## config.mk

```make
export PLATFORM = sky130hd
export DESIGN_NAME = sss_top
export DESIGN_NICKNAME = d
export VERILOG_FILES = /design/src/rtl/sss_pkg.sv /design/src/rtl/sss_top.sv
export SDC_FILE = /design/constraint.sdc
export NUM_CORES = 1
export LEC_CHECK = 0
export ABC_AREA = 1
export BUFFER_PORTS_ARGS = -buffer_cell sky130_fd_sc_hd__buf_2
export CAP_MARGIN = 20
export CORE_MARGIN = 3
export CORE_UTILIZATION = 55
export CTS_CLUSTER_DIAMETER = 80
export DETAILED_ROUTE_END_ITERATION = 7
export PLACE_DENSITY = 0.73
export SYNTH_ARGS = -nofsm -noshare
export SYNTH_HDL_FRONTEND = slang
export SYNTH_SLANG_ARGS = --single-unit
```

## constraint.sdc

```tcl
create_clock -name clk -period 5.09 [get_ports clk]
set_clock_uncertainty 0.15 [all_clocks]
set_input_delay 1.018 -clock clk [delete_from_list [all_inputs] [get_ports clk]]
set_output_delay 1.018 -clock clk [all_outputs]
set_load 0.1 [all_outputs]
```

## src/rtl/sss_pkg.sv

```systemverilog
// package for the switch scan sequencer: register map, field layout,
// reset values, timing constants, state and configuration types.
// assumes a 25 MHz core clock and one 32-bit word per register.
package sss_pkg;

  localparam int unsigned CLK_MHZ = 25;
  localparam int unsigned NUM_CH  = 24;

  // register byte offsets
  localparam logic [7:0] OFS_CONFIG      = 8'h00;
  localparam logic [7:0] OFS_WLVL_A      = 8'h04;
  localparam logic [7:0] OFS_WLVL_B      = 8'h08;
  localparam logic [7:0] OFS_WLVL_C      = 8'h0C;
  localparam logic [7:0] OFS_DOWNSCALE   = 8'h10;
  localparam logic [7:0] OFS_CH_ENABLE   = 8'h14;
  localparam logic [7:0] OFS_INT_ENABLE  = 8'h18;
  localparam logic [7:0] OFS_CLEAN_LEVEL = 8'h1C;
  localparam logic [7:0] OFS_CLEAN_MASK  = 8'h20;
  localparam logic [7:0] OFS_COMP_LEVEL  = 8'h24;
  localparam logic [7:0] OFS_COMP_STATUS = 8'h28;
  localparam logic [7:0] OFS_INT_STATUS  = 8'h2C;
  localparam logic [7:0] OFS_SCALE_STAT  = 8'h30;

  // reset values
  localparam logic [11:0] RST_CONFIG     = 12'h000;
  localparam logic [23:0] RST_WLVL       = 24'h000000;
  localparam logic [23:0] RST_CH_ENABLE  = 24'h000000;
  localparam logic [23:0] RST_INT_ENABLE = 24'hFFFFFF;
  localparam logic [5:0]  RST_CLEAN_LVL  = 6'h00;
  localparam logic [23:0] RST_CLEAN_MASK = 24'hFFFFFF;

  // wetting level codes: 0, 1, 2, 5, 10, 15 mA
  localparam logic [2:0] LVL_0MA  = 3'h0;
  localparam logic [2:0] LVL_2MA  = 3'h2;
  localparam logic [2:0] LVL_10MA = 3'h4;
  localparam logic [2:0] LVL_15MA = 3'h5;

  // inputs below this index are the sink-capable ones
  localparam logic [4:0] SINK_CH_COUNT = 5'h0A;
  localparam logic [4:0] LAST_CH       = 5'h17;

  // timing, in their own units, and derived cycle counts
  localparam int unsigned POLL_BASE_MS   = 2;
  localparam int unsigned ACT_BASE_US    = 64;
  localparam int unsigned STARTUP_US     = 200;
  localparam int unsigned CLEAN_GAP_US   = 50;
  localparam int unsigned POLL_BASE_CYC  = POLL_BASE_MS * 1000 * CLK_MHZ;
  localparam int unsigned ACT_BASE_CYC   = ACT_BASE_US * CLK_MHZ;
  localparam int unsigned STARTUP_CYC    = STARTUP_US * CLK_MHZ;
  localparam int unsigned CLEAN_GAP_CYC  = CLEAN_GAP_US * CLK_MHZ;

  typedef enum logic [2:0] {
    SSS_IDLE    = 3'h0,
    SSS_STARTUP = 3'h1,
    SSS_SCAN    = 3'h3,
    SSS_GAP     = 3'h2,
    SSS_CLEAN   = 3'h6,
    SSS_WAIT    = 3'h7
  } sss_state_t;

  // configuration word, go bit at bit 0
  typedef struct packed {
    logic       clean_en;
    logic [2:0] active_window_sel;
    logic [3:0] period_sel;
    logic [1:0] stability_count_sel;
    logic       poll_mode;
    logic       go;
  } sss_cfg_t;

  typedef struct packed {
    logic [2:0] window_sel;
    logic [2:0] level;
  } sss_clean_t;

endpackage : sss_pkg

```

## src/rtl/sss_top.sv

```systemverilog
// switch scan sequencer: steps wetting current and comparator routing
// over 24 switch inputs, keeps reference states, raises switch change.
// assumes a synchronous register port, comparator result and chip
// select all synchronous to clk.
//
// The strobed register port and the address map were chosen for this implementation.
module sss_top #(
  parameter int unsigned POLL_BASE_CYC = sss_pkg::POLL_BASE_CYC,
  parameter int unsigned ACT_BASE_CYC  = sss_pkg::ACT_BASE_CYC,
  parameter int unsigned STARTUP_CYC   = sss_pkg::STARTUP_CYC
) (
  input  wire logic              clk,
  input  wire logic              reset_n,
  input  wire logic [7:0]        addr,
  input  wire logic [31:0]       wdata,
  input  wire logic              wr,
  input  wire logic              rd,
  output logic      [31:0]       rdata,
  input  wire logic              cs_n,
  input  wire logic              comp_above,
  output logic      [4:0]        comp_sel,
  output logic      [23:0][2:0]  current_sel,
  output logic      [1:0]        threshold_sel,
  output logic                   int_n,
  output logic                   switch_change_flag
);

  // register file
  sss_pkg::sss_cfg_t   cfg_reg;
  logic [71:0]         wlvl_reg;
  logic [1:0]          downscale_reg;
  logic [23:0]         ch_en_reg;
  logic [23:0]         int_en_reg;
  sss_pkg::sss_clean_t clean_reg;
  logic [23:0]         clean_mask_reg;
  logic [1:0]          comp_level_reg;

  // sequencer state
  sss_pkg::sss_state_t state_reg;
  sss_pkg::sss_state_t state_next;
  logic [4:0]          ch_reg;
  logic [4:0]          ch_next;
  logic [16:0]         win_cnt_reg;
  logic [16:0]         win_cnt_next;
  logic [27:0]         per_cnt_reg;
  logic [23:0]         ref_reg;
  logic                first_reg;
  logic                chg_acc_reg;
  logic [23:0]         reduced_reg;
  logic [23:0][1:0]    stab_cnt_reg;
  logic                flag_reg;
  logic                ack_pend_reg;
  logic                cs_n_q_reg;
  logic [23:0][2:0]    current_next;

  function automatic logic [16:0] win_cycles(input logic [2:0] sel);
    win_cycles = 17'(ACT_BASE_CYC) << sel;
  endfunction : win_cycles

  function automatic logic [2:0] ch_level(input logic [71:0] all,
                                          input int unsigned i);
    ch_level = all[3*i +: 3];
  endfunction : ch_level

  // register decode
  wire wr_cfg    = wr && (addr == sss_pkg::OFS_CONFIG);
  wire wr_wla    = wr && (addr == sss_pkg::OFS_WLVL_A);
  wire wr_wlb    = wr && (addr == sss_pkg::OFS_WLVL_B);
  wire wr_wlc    = wr && (addr == sss_pkg::OFS_WLVL_C);
  wire wr_down   = wr && (addr == sss_pkg::OFS_DOWNSCALE);
  wire wr_en     = wr && (addr == sss_pkg::OFS_CH_ENABLE);
  wire wr_ien    = wr && (addr == sss_pkg::OFS_INT_ENABLE);
  wire wr_clean  = wr && (addr == sss_pkg::OFS_CLEAN_LEVEL);
  wire wr_cmask  = wr && (addr == sss_pkg::OFS_CLEAN_MASK);
  wire wr_comp   = wr && (addr == sss_pkg::OFS_COMP_LEVEL);
  wire rd_int    = rd && (addr == sss_pkg::OFS_INT_STATUS);

  wire [31:0] rd_mux =
    (addr == sss_pkg::OFS_CONFIG)      ? {20'h00000, cfg_reg} :
    (addr == sss_pkg::OFS_WLVL_A)      ? {8'h00, wlvl_reg[23:0]} :
    (addr == sss_pkg::OFS_WLVL_B)      ? {8'h00, wlvl_reg[47:24]} :
    (addr == sss_pkg::OFS_WLVL_C)      ? {8'h00, wlvl_reg[71:48]} :
    (addr == sss_pkg::OFS_DOWNSCALE)   ? {30'h00000000, downscale_reg} :
    (addr == sss_pkg::OFS_CH_ENABLE)   ? {8'h00, ch_en_reg} :
    (addr == sss_pkg::OFS_INT_ENABLE)  ? {8'h00, int_en_reg} :
    (addr == sss_pkg::OFS_CLEAN_LEVEL) ? {26'h0000000, clean_reg} :
    (addr == sss_pkg::OFS_CLEAN_MASK)  ? {8'h00, clean_mask_reg} :
    (addr == sss_pkg::OFS_COMP_LEVEL)  ? {30'h00000000, comp_level_reg} :
    (addr == sss_pkg::OFS_COMP_STATUS) ? {8'h00, ref_reg} :
    (addr == sss_pkg::OFS_INT_STATUS)  ? {31'h00000000, flag_reg} :
    (addr == sss_pkg::OFS_SCALE_STAT)  ? {8'h00, reduced_reg} :
                                         32'h00000000;

  // go rising starts a fresh sequence; go low stops everything
  wire start = wr_cfg && wdata[0] && !cfg_reg.go;
  wire run   = cfg_reg.go;

  // sequencing terms
  wire [16:0] win_len     = win_cycles(cfg_reg.active_window_sel);
  wire [16:0] clean_len   = win_cycles(clean_reg.window_sel);
  wire [27:0] period_len  = 28'(POLL_BASE_CYC) << cfg_reg.period_sel;
  // disabled inputs cost one cycle each; only enabled ones get a window
  wire        ch_on       = ch_en_reg[ch_reg];
  wire        win_end     = (win_cnt_reg == win_len - 17'h00001);
  wire        sample_now  = (state_reg == sss_pkg::SSS_SCAN) && ch_on &&
                            win_end;
  wire        step_done   = (state_reg == sss_pkg::SSS_SCAN) &&
                            (!ch_on || win_end);
  wire        scan_done   = step_done && (ch_reg == sss_pkg::LAST_CH);
  wire        differs     = sample_now && (comp_above != ref_reg[ch_reg]);
  // the channel's interrupt enable gates its change in both modes
  wire        chg_seen    = chg_acc_reg ||
                            (differs && int_en_reg[ch_reg]);
  wire        clean_any   = cfg_reg.clean_en &&
                            |(ch_en_reg & clean_mask_reg);
  wire        period_end  = (per_cnt_reg >= period_len - 28'h0000001);
  wire        cycle_event = scan_done && (first_reg || chg_seen);
  // clearing waits for the select rise, so a read in flight keeps int_n
  wire        cs_rise     = cs_n && !cs_n_q_reg;
  wire        int_clear   = ack_pend_reg && cs_rise;
  wire        flag_next   = cycle_event || (flag_reg && !int_clear);

  // state machine
  always_comb begin
    state_next   = state_reg;
    ch_next      = ch_reg;
    win_cnt_next = win_cnt_reg + 17'h00001;
    case (state_reg)
      sss_pkg::SSS_IDLE: begin
        win_cnt_next = 17'h00000;
      end
      sss_pkg::SSS_STARTUP: begin
        if (win_cnt_reg == 17'(STARTUP_CYC - 1)) begin
          state_next   = sss_pkg::SSS_SCAN;
          ch_next      = 5'h00;
          win_cnt_next = 17'h00000;
        end
      end
      sss_pkg::SSS_SCAN: begin
        if (step_done) begin
          win_cnt_next = 17'h00000;
          ch_next      = ch_reg + 5'h01;
          if (scan_done) begin
            ch_next    = 5'h00;
            state_next = clean_any ? sss_pkg::SSS_GAP : sss_pkg::SSS_WAIT;
          end
        end
      end
      sss_pkg::SSS_GAP: begin
        if (win_cnt_reg == 17'(sss_pkg::CLEAN_GAP_CYC - 1)) begin
          state_next   = sss_pkg::SSS_CLEAN;
          win_cnt_next = 17'h00000;
        end
      end
      sss_pkg::SSS_CLEAN: begin
        if (win_cnt_reg == clean_len - 17'h00001) begin
          state_next   = sss_pkg::SSS_WAIT;
          win_cnt_next = 17'h00000;
        end
      end
      sss_pkg::SSS_WAIT: begin
        win_cnt_next = 17'h00000;
        if (period_end) begin
          state_next = sss_pkg::SSS_SCAN;
        end
      end
      default: begin
        state_next   = sss_pkg::SSS_IDLE;
        win_cnt_next = 17'h00000;
      end
    endcase
    // a go rise overrides every state, so a restart is always fresh
    if (start) begin
      state_next   = sss_pkg::SSS_STARTUP;
      ch_next      = 5'h00;
      win_cnt_next = 17'h00000;
    end else if (!run) begin
      state_next   = sss_pkg::SSS_IDLE;
      ch_next      = 5'h00;
      win_cnt_next = 17'h00000;
    end
  end

  // current drive per input; the cleaning step overrides the scan level,
  // in both modes; in continuous it replaces a level already driven
  always_comb begin
    logic       live;
    logic [2:0] lvl;
    live = (state_reg != sss_pkg::SSS_IDLE) &&
           (state_reg != sss_pkg::SSS_STARTUP);
    lvl  = sss_pkg::LVL_0MA;
    for (int unsigned i = 0; i < sss_pkg::NUM_CH; i++) begin
      lvl = reduced_reg[i] ? sss_pkg::LVL_2MA : ch_level(wlvl_reg, i);
      current_next[i] = sss_pkg::LVL_0MA;
      if (live && ch_en_reg[i]) begin
        if (!cfg_reg.poll_mode) begin
          current_next[i] = lvl;
        end else if ((state_reg == sss_pkg::SSS_SCAN) &&
                     (ch_reg == 5'(i))) begin
          current_next[i] = lvl;
        end
        if ((state_reg == sss_pkg::SSS_CLEAN) && clean_mask_reg[i]) begin
          current_next[i] = clean_reg.level;
        end
      end
    end
  end

  // register writes
  always_ff @(posedge clk or negedge reset_n) begin
    if (!reset_n) begin
      cfg_reg        <= sss_pkg::RST_CONFIG;
      wlvl_reg       <= {3{sss_pkg::RST_WLVL}};
      downscale_reg  <= 2'h0;
      ch_en_reg      <= sss_pkg::RST_CH_ENABLE;
      int_en_reg     <= sss_pkg::RST_INT_ENABLE;
      clean_reg      <= sss_pkg::RST_CLEAN_LVL;
      clean_mask_reg <= sss_pkg::RST_CLEAN_MASK;
      comp_level_reg <= 2'h0;
    end else begin
      if (wr_cfg)   cfg_reg          <= wdata[11:0];
      if (wr_wla)   wlvl_reg[23:0]   <= wdata[23:0];
      if (wr_wlb)   wlvl_reg[47:24]  <= wdata[23:0];
      if (wr_wlc)   wlvl_reg[71:48]  <= wdata[23:0];
      if (wr_down)  downscale_reg    <= wdata[1:0];
      if (wr_en)    ch_en_reg        <= wdata[23:0];
      if (wr_ien)   int_en_reg       <= wdata[23:0];
      if (wr_clean) clean_reg        <= wdata[5:0];
      if (wr_cmask) clean_mask_reg   <= wdata[23:0];
      if (wr_comp)  comp_level_reg   <= wdata[1:0];
    end
  end

  // sequencer registers
  always_ff @(posedge clk or negedge reset_n) begin
    if (!reset_n) begin
      state_reg   <= sss_pkg::SSS_IDLE;
      ch_reg      <= 5'h00;
      win_cnt_reg <= 17'h00000;
      per_cnt_reg <= 28'h0000000;
    end else begin
      state_reg   <= state_next;
      ch_reg      <= ch_next;
      win_cnt_reg <= win_cnt_next;
      // period runs from the first step of each cycle
      if (state_next == sss_pkg::SSS_SCAN &&
          state_reg != sss_pkg::SSS_SCAN) begin
        per_cnt_reg <= 28'h0000000;
      end else if (!period_end) begin
        per_cnt_reg <= per_cnt_reg + 28'h0000001;
      end
    end
  end

  // reference states and cycle bookkeeping; cleaning never touches these
  always_ff @(posedge clk or negedge reset_n) begin
    if (!reset_n) begin
      ref_reg     <= 24'h000000;
      first_reg   <= 1'b0;
      chg_acc_reg <= 1'b0;
    end else begin
      if (sample_now) begin
        ref_reg[ch_reg] <= comp_above;
      end
      if (start) begin
        first_reg   <= 1'b1;
        chg_acc_reg <= 1'b0;
      end else if (scan_done) begin
        first_reg   <= 1'b0;
        chg_acc_reg <= 1'b0;
      end else begin
        chg_acc_reg <= chg_seen;
      end
    end
  end

  // downscaling with stability filter; the filter counts prior samples
  // that agreed, so code n flips on the (n+1)th consecutive sample
  always_ff @(posedge clk or negedge reset_n) begin
    if (!reset_n) begin
      reduced_reg  <= 24'h000000;
      stab_cnt_reg <= '0;
    end else begin
      for (int unsigned i = 0; i < sss_pkg::NUM_CH; i++) begin
        logic [2:0] lv;
        logic       off;
        logic       elig;
        logic       toward;
        lv     = ch_level(wlvl_reg, i);
        off    = (5'(i) < sss_pkg::SINK_CH_COUNT) ? downscale_reg[1] :
                                                   downscale_reg[0];
        elig   = run && !cfg_reg.poll_mode && !off &&
                 (lv == sss_pkg::LVL_10MA || lv == sss_pkg::LVL_15MA);
        toward = reduced_reg[i] ? !comp_above : comp_above;
        if (!elig) begin
          reduced_reg[i]  <= 1'b0;
          stab_cnt_reg[i] <= 2'h0;
        end else if (sample_now && ch_reg == 5'(i)) begin
          if (!toward) begin
            stab_cnt_reg[i] <= 2'h0;
          end else if (stab_cnt_reg[i] >= cfg_reg.stability_count_sel) begin
            reduced_reg[i]  <= !reduced_reg[i];
            stab_cnt_reg[i] <= 2'h0;
          end else begin
            stab_cnt_reg[i] <= stab_cnt_reg[i] + 2'h1;
          end
        end
      end
    end
  end

  // change flag: a new event in the clearing cycle wins
  always_ff @(posedge clk or negedge reset_n) begin
    if (!reset_n) begin
      flag_reg     <= 1'b0;
      ack_pend_reg <= 1'b0;
      cs_n_q_reg   <= 1'b1;
    end else begin
      flag_reg   <= flag_next;
      cs_n_q_reg <= cs_n;
      if (cs_rise) begin
        ack_pend_reg <= 1'b0;
      end else if (rd_int && !cs_n) begin
        ack_pend_reg <= 1'b1;
      end
    end
  end

  // outputs
  always_ff @(posedge clk or negedge reset_n) begin
    if (!reset_n) begin
      rdata              <= 32'h00000000;
      comp_sel           <= 5'h00;
      current_sel        <= '0;
      threshold_sel      <= 2'h0;
      int_n              <= 1'b1;
      switch_change_flag <= 1'b0;
    end else begin
      rdata              <= rd ? rd_mux : 32'h00000000;
      comp_sel           <= ch_next;
      current_sel        <= current_next;
      threshold_sel      <= comp_level_reg;
      int_n              <= !flag_next;
      switch_change_flag <= flag_next;
    end
  end

endmodule : sss_top

```

==> run metrics <==
Final Critical Period=~4400 ps; Compound-Gate Fraction of Synth Area=0.172; post-synth top area share=0.387; Post-Place Setup Slack=between 500 and 600 ps; drt first pass iters=7; Leakage=12.5 nW; mapped cell area=~24000 um^2; Post-Synth Simple-Gate Area=0.214; Reg clk slew, reported paths=about 60 ps; setup bufs post-CTS=0; Max Fanout on Critical Path=18; Routed WL per cell=around 21 um; Synth area leader=dfrtp_1; first-pass GRT wire length=about 130 mm; CP startpoint kind=register; CTS tree=built; largest net degree at the start of global routing=95; Sink Count=around 420; number of synthesized flops with an enable pin=0; global route overflow=0; initial antenna violation count=5; synth top area cells=dfrtp_1 (39%), nand2_1 (12%), o21ai_0 (7.6%); Synth Area in XOR/XNOR=0.0312; Buffers & Inverters on Critical Path=3; final net count=3402; Post-Synthesis Cells=between 3k and 4k; worst setup margin=between 600 and 700 ps; multiplexer share of the synthesized area=0.000840; Post-Synth Adder-Cell Area=0.0509; drt drc=0; worst vdd ir=between 0.0003 and 0.0004 V; total of warnings raised by yosys=0; Iter 0 DRT Violations=roughly 2.4k; Final Cycle Share=0.863; crit-path max cell delay=~490 ps; most numerous cell on the critical path=nand2_1; HPWL after DPL=between 50 and 60 mm; CP Data Required Time=around 5400 ps; Final Max Slew Viols=0; Clk Latency, worst-skew pair=600 ps; final setup fails=0; row cnt=between 70 and 80; post-route insts no fill=~3.9k; htree depth=2; clock root buffer=clkbuf_16; Core Area=42400 um^2; I/O Pins=159; Power Density=roughly 320 nW/um^2; gr usage total=0.356; #FFs+latches synth=about 420; synth cell count leaders=nand2_1 (742), inv_1 (409), dfrtp_1 (369); Placed Cells=about 3.8k; Slowest-stage cell, CP=dfrtp_1; largest family of logic cells by synthesized area=simple AND/OR/NAND/NOR gates; Hold Fails Final Rpt=0; GPL Wtd Cong=0.991; CP Data Arrival Time=between 4000 and 5000 ps; Clock Path Buffers=3; sequential fraction of the synthesis area=0.443; vias in the first global route=22.4k; Die Width=214 um; Setup crit end kind=register; number of routed nets with antenna violations=0; Critical Path, Cell by Cell=inv_1 -> ha_1 -> nand2_1 -> nand2_1 -> o211ai_1 -> nand4_1 -> nor2_1 -> xor2_1 -> ha_1 -> nand2_1 -> inv_1 -> nand3_1 -> nor4_1 -> o21ai_0 -> nand2_1 -> clkinvlp_4 -> nand2_1 -> nor2_1 -> xnor2_1 -> nor2_1; cts bufs inserted=45; Layout fillers=between 3k and 4k; Main synth FF type=dfrtp_1; Vias/cell=slightly below 6; delay-heaviest family, CP=simple AND/OR/NAND/NOR gates; Slew HR=0.379; RSZ-0062 raised after global routing=false; die area=roughly 46000 um^2; Worst Tran Pin Value=around 930 ps; Async SR Flop Fraction=1.00; final wirelength=between 80 and 90 mm; proportion of layout cells with a drive suffix above 1=0.105; total number of vias=around 23k; initial core utilization=0.562; Avg Inst Size Synth=roughly 7.6 um^2; PortBufs=~140; Max Clk Rate=228 MHz; setup TNS=0 ps; synth-to-layout area growth=12.6%; Yosys cell types=49; count leader, synth=nand2_1; max-cap violation count=0; DIE HEIGHT=roughly 210 um; outcome=finished clean; critical path class=register to register; Hold WC Path Type=primary input to asynchronous set/reset pin
## what timing repair did
item,in CTS,in global routing
endpoints found under the setup margin,0,1
hold buffers,0,0
resized for setup,0,1
hold endpoints to repair,0,0
## kinds of logic after synthesis
| group | count (synthesis) |
|---|---|
| flip-flops | 419 |
| other | 1 |
| buffers and inverters | 540 |
| AND/OR/NAND/NOR | 1243 |
| multiplexers | 2 |
| XOR/XNOR | 85 |
| AO/OA/AOI/OAI | 744 |
| adder cells (fa/ha/maj) | 97 |
## cell type report
type / count / area, um^2 / area share
Antenna cell: 3 / 7.51 / 0.000280
Clock buffer: 71 / 1460 / 0.0543
Clock inverter: 12 / 141 / 0.00527
Inverter: 425 / 1600 / 0.0596
Multi-Input combinational cell: 2179 / 11200 / 0.418
Sequential cell: 419 / 10600 / 0.393
Tap cell: 577 / 722 / 0.0269
Timing Repair Buffer: 189 / 1130 / 0.0422
## metal layers
metal | global-route usage | vias up | routed length (um)
li1 | - | 10600 | -
met1 | 0.454 | 10900 | 31900
met2 | 0.563 | 1278 | 37000
met3 | 0.102 | 295 | 9440
met4 | 0.165 | 8 | 4620
met5 | 0 | - | 55
## cell usage in the layout, fill, tap and decap left out, drive strengths merged, types with 49 or more instances in the layout
cell and instances:
dfstp 50, nand2 744, nand3 100, nand4 58
buf 189, ha 97, nor3 49, inv 420
clkbuf 71, a21oi 195, nor2 266, xor2 55
o21ai 394, dfrtp 369
## power by group
group,switching [mW],internal [mW]
Sequential,0.249,3.53
Clock,1.42,2.11
Combinational,0.855,0.429
## worst paths after layout
check	start	endpoint	slack, ps	cells after the start
min reg2reg	comp_level_reg[1]	threshold_sel[1]	300	0
min	reset_n	current_sel[16]	280	1
max	cfg_reg[4]	per_cnt_reg[9]	700	20
max reg2reg	cfg_reg[4]	per_cnt_reg[9]	700	20
min in group clk	comp_level_reg[1]	threshold_sel[1]	300	0
max in group asynchronous	reset_n	per_cnt_reg[10]	3440	2
## metrics by stage
step | cell area [um^2] | util | hold slack (ps) | total power, mW
after floorplan | 23900 | - | 225 | 4.65
after global placement | 25200 | 0.594 | 288 | 5.03
after detailed placement | 25200 | 0.595 | 283 | 5.09
after CTS | 26800 | 0.632 | 293 | 8.62
after global routing | 26800 | 0.632 | 316 | 8.96
final | 26800 | 0.633 | 281 | 8.59
No activity file was read; power rests on OpenSTA's default activity.
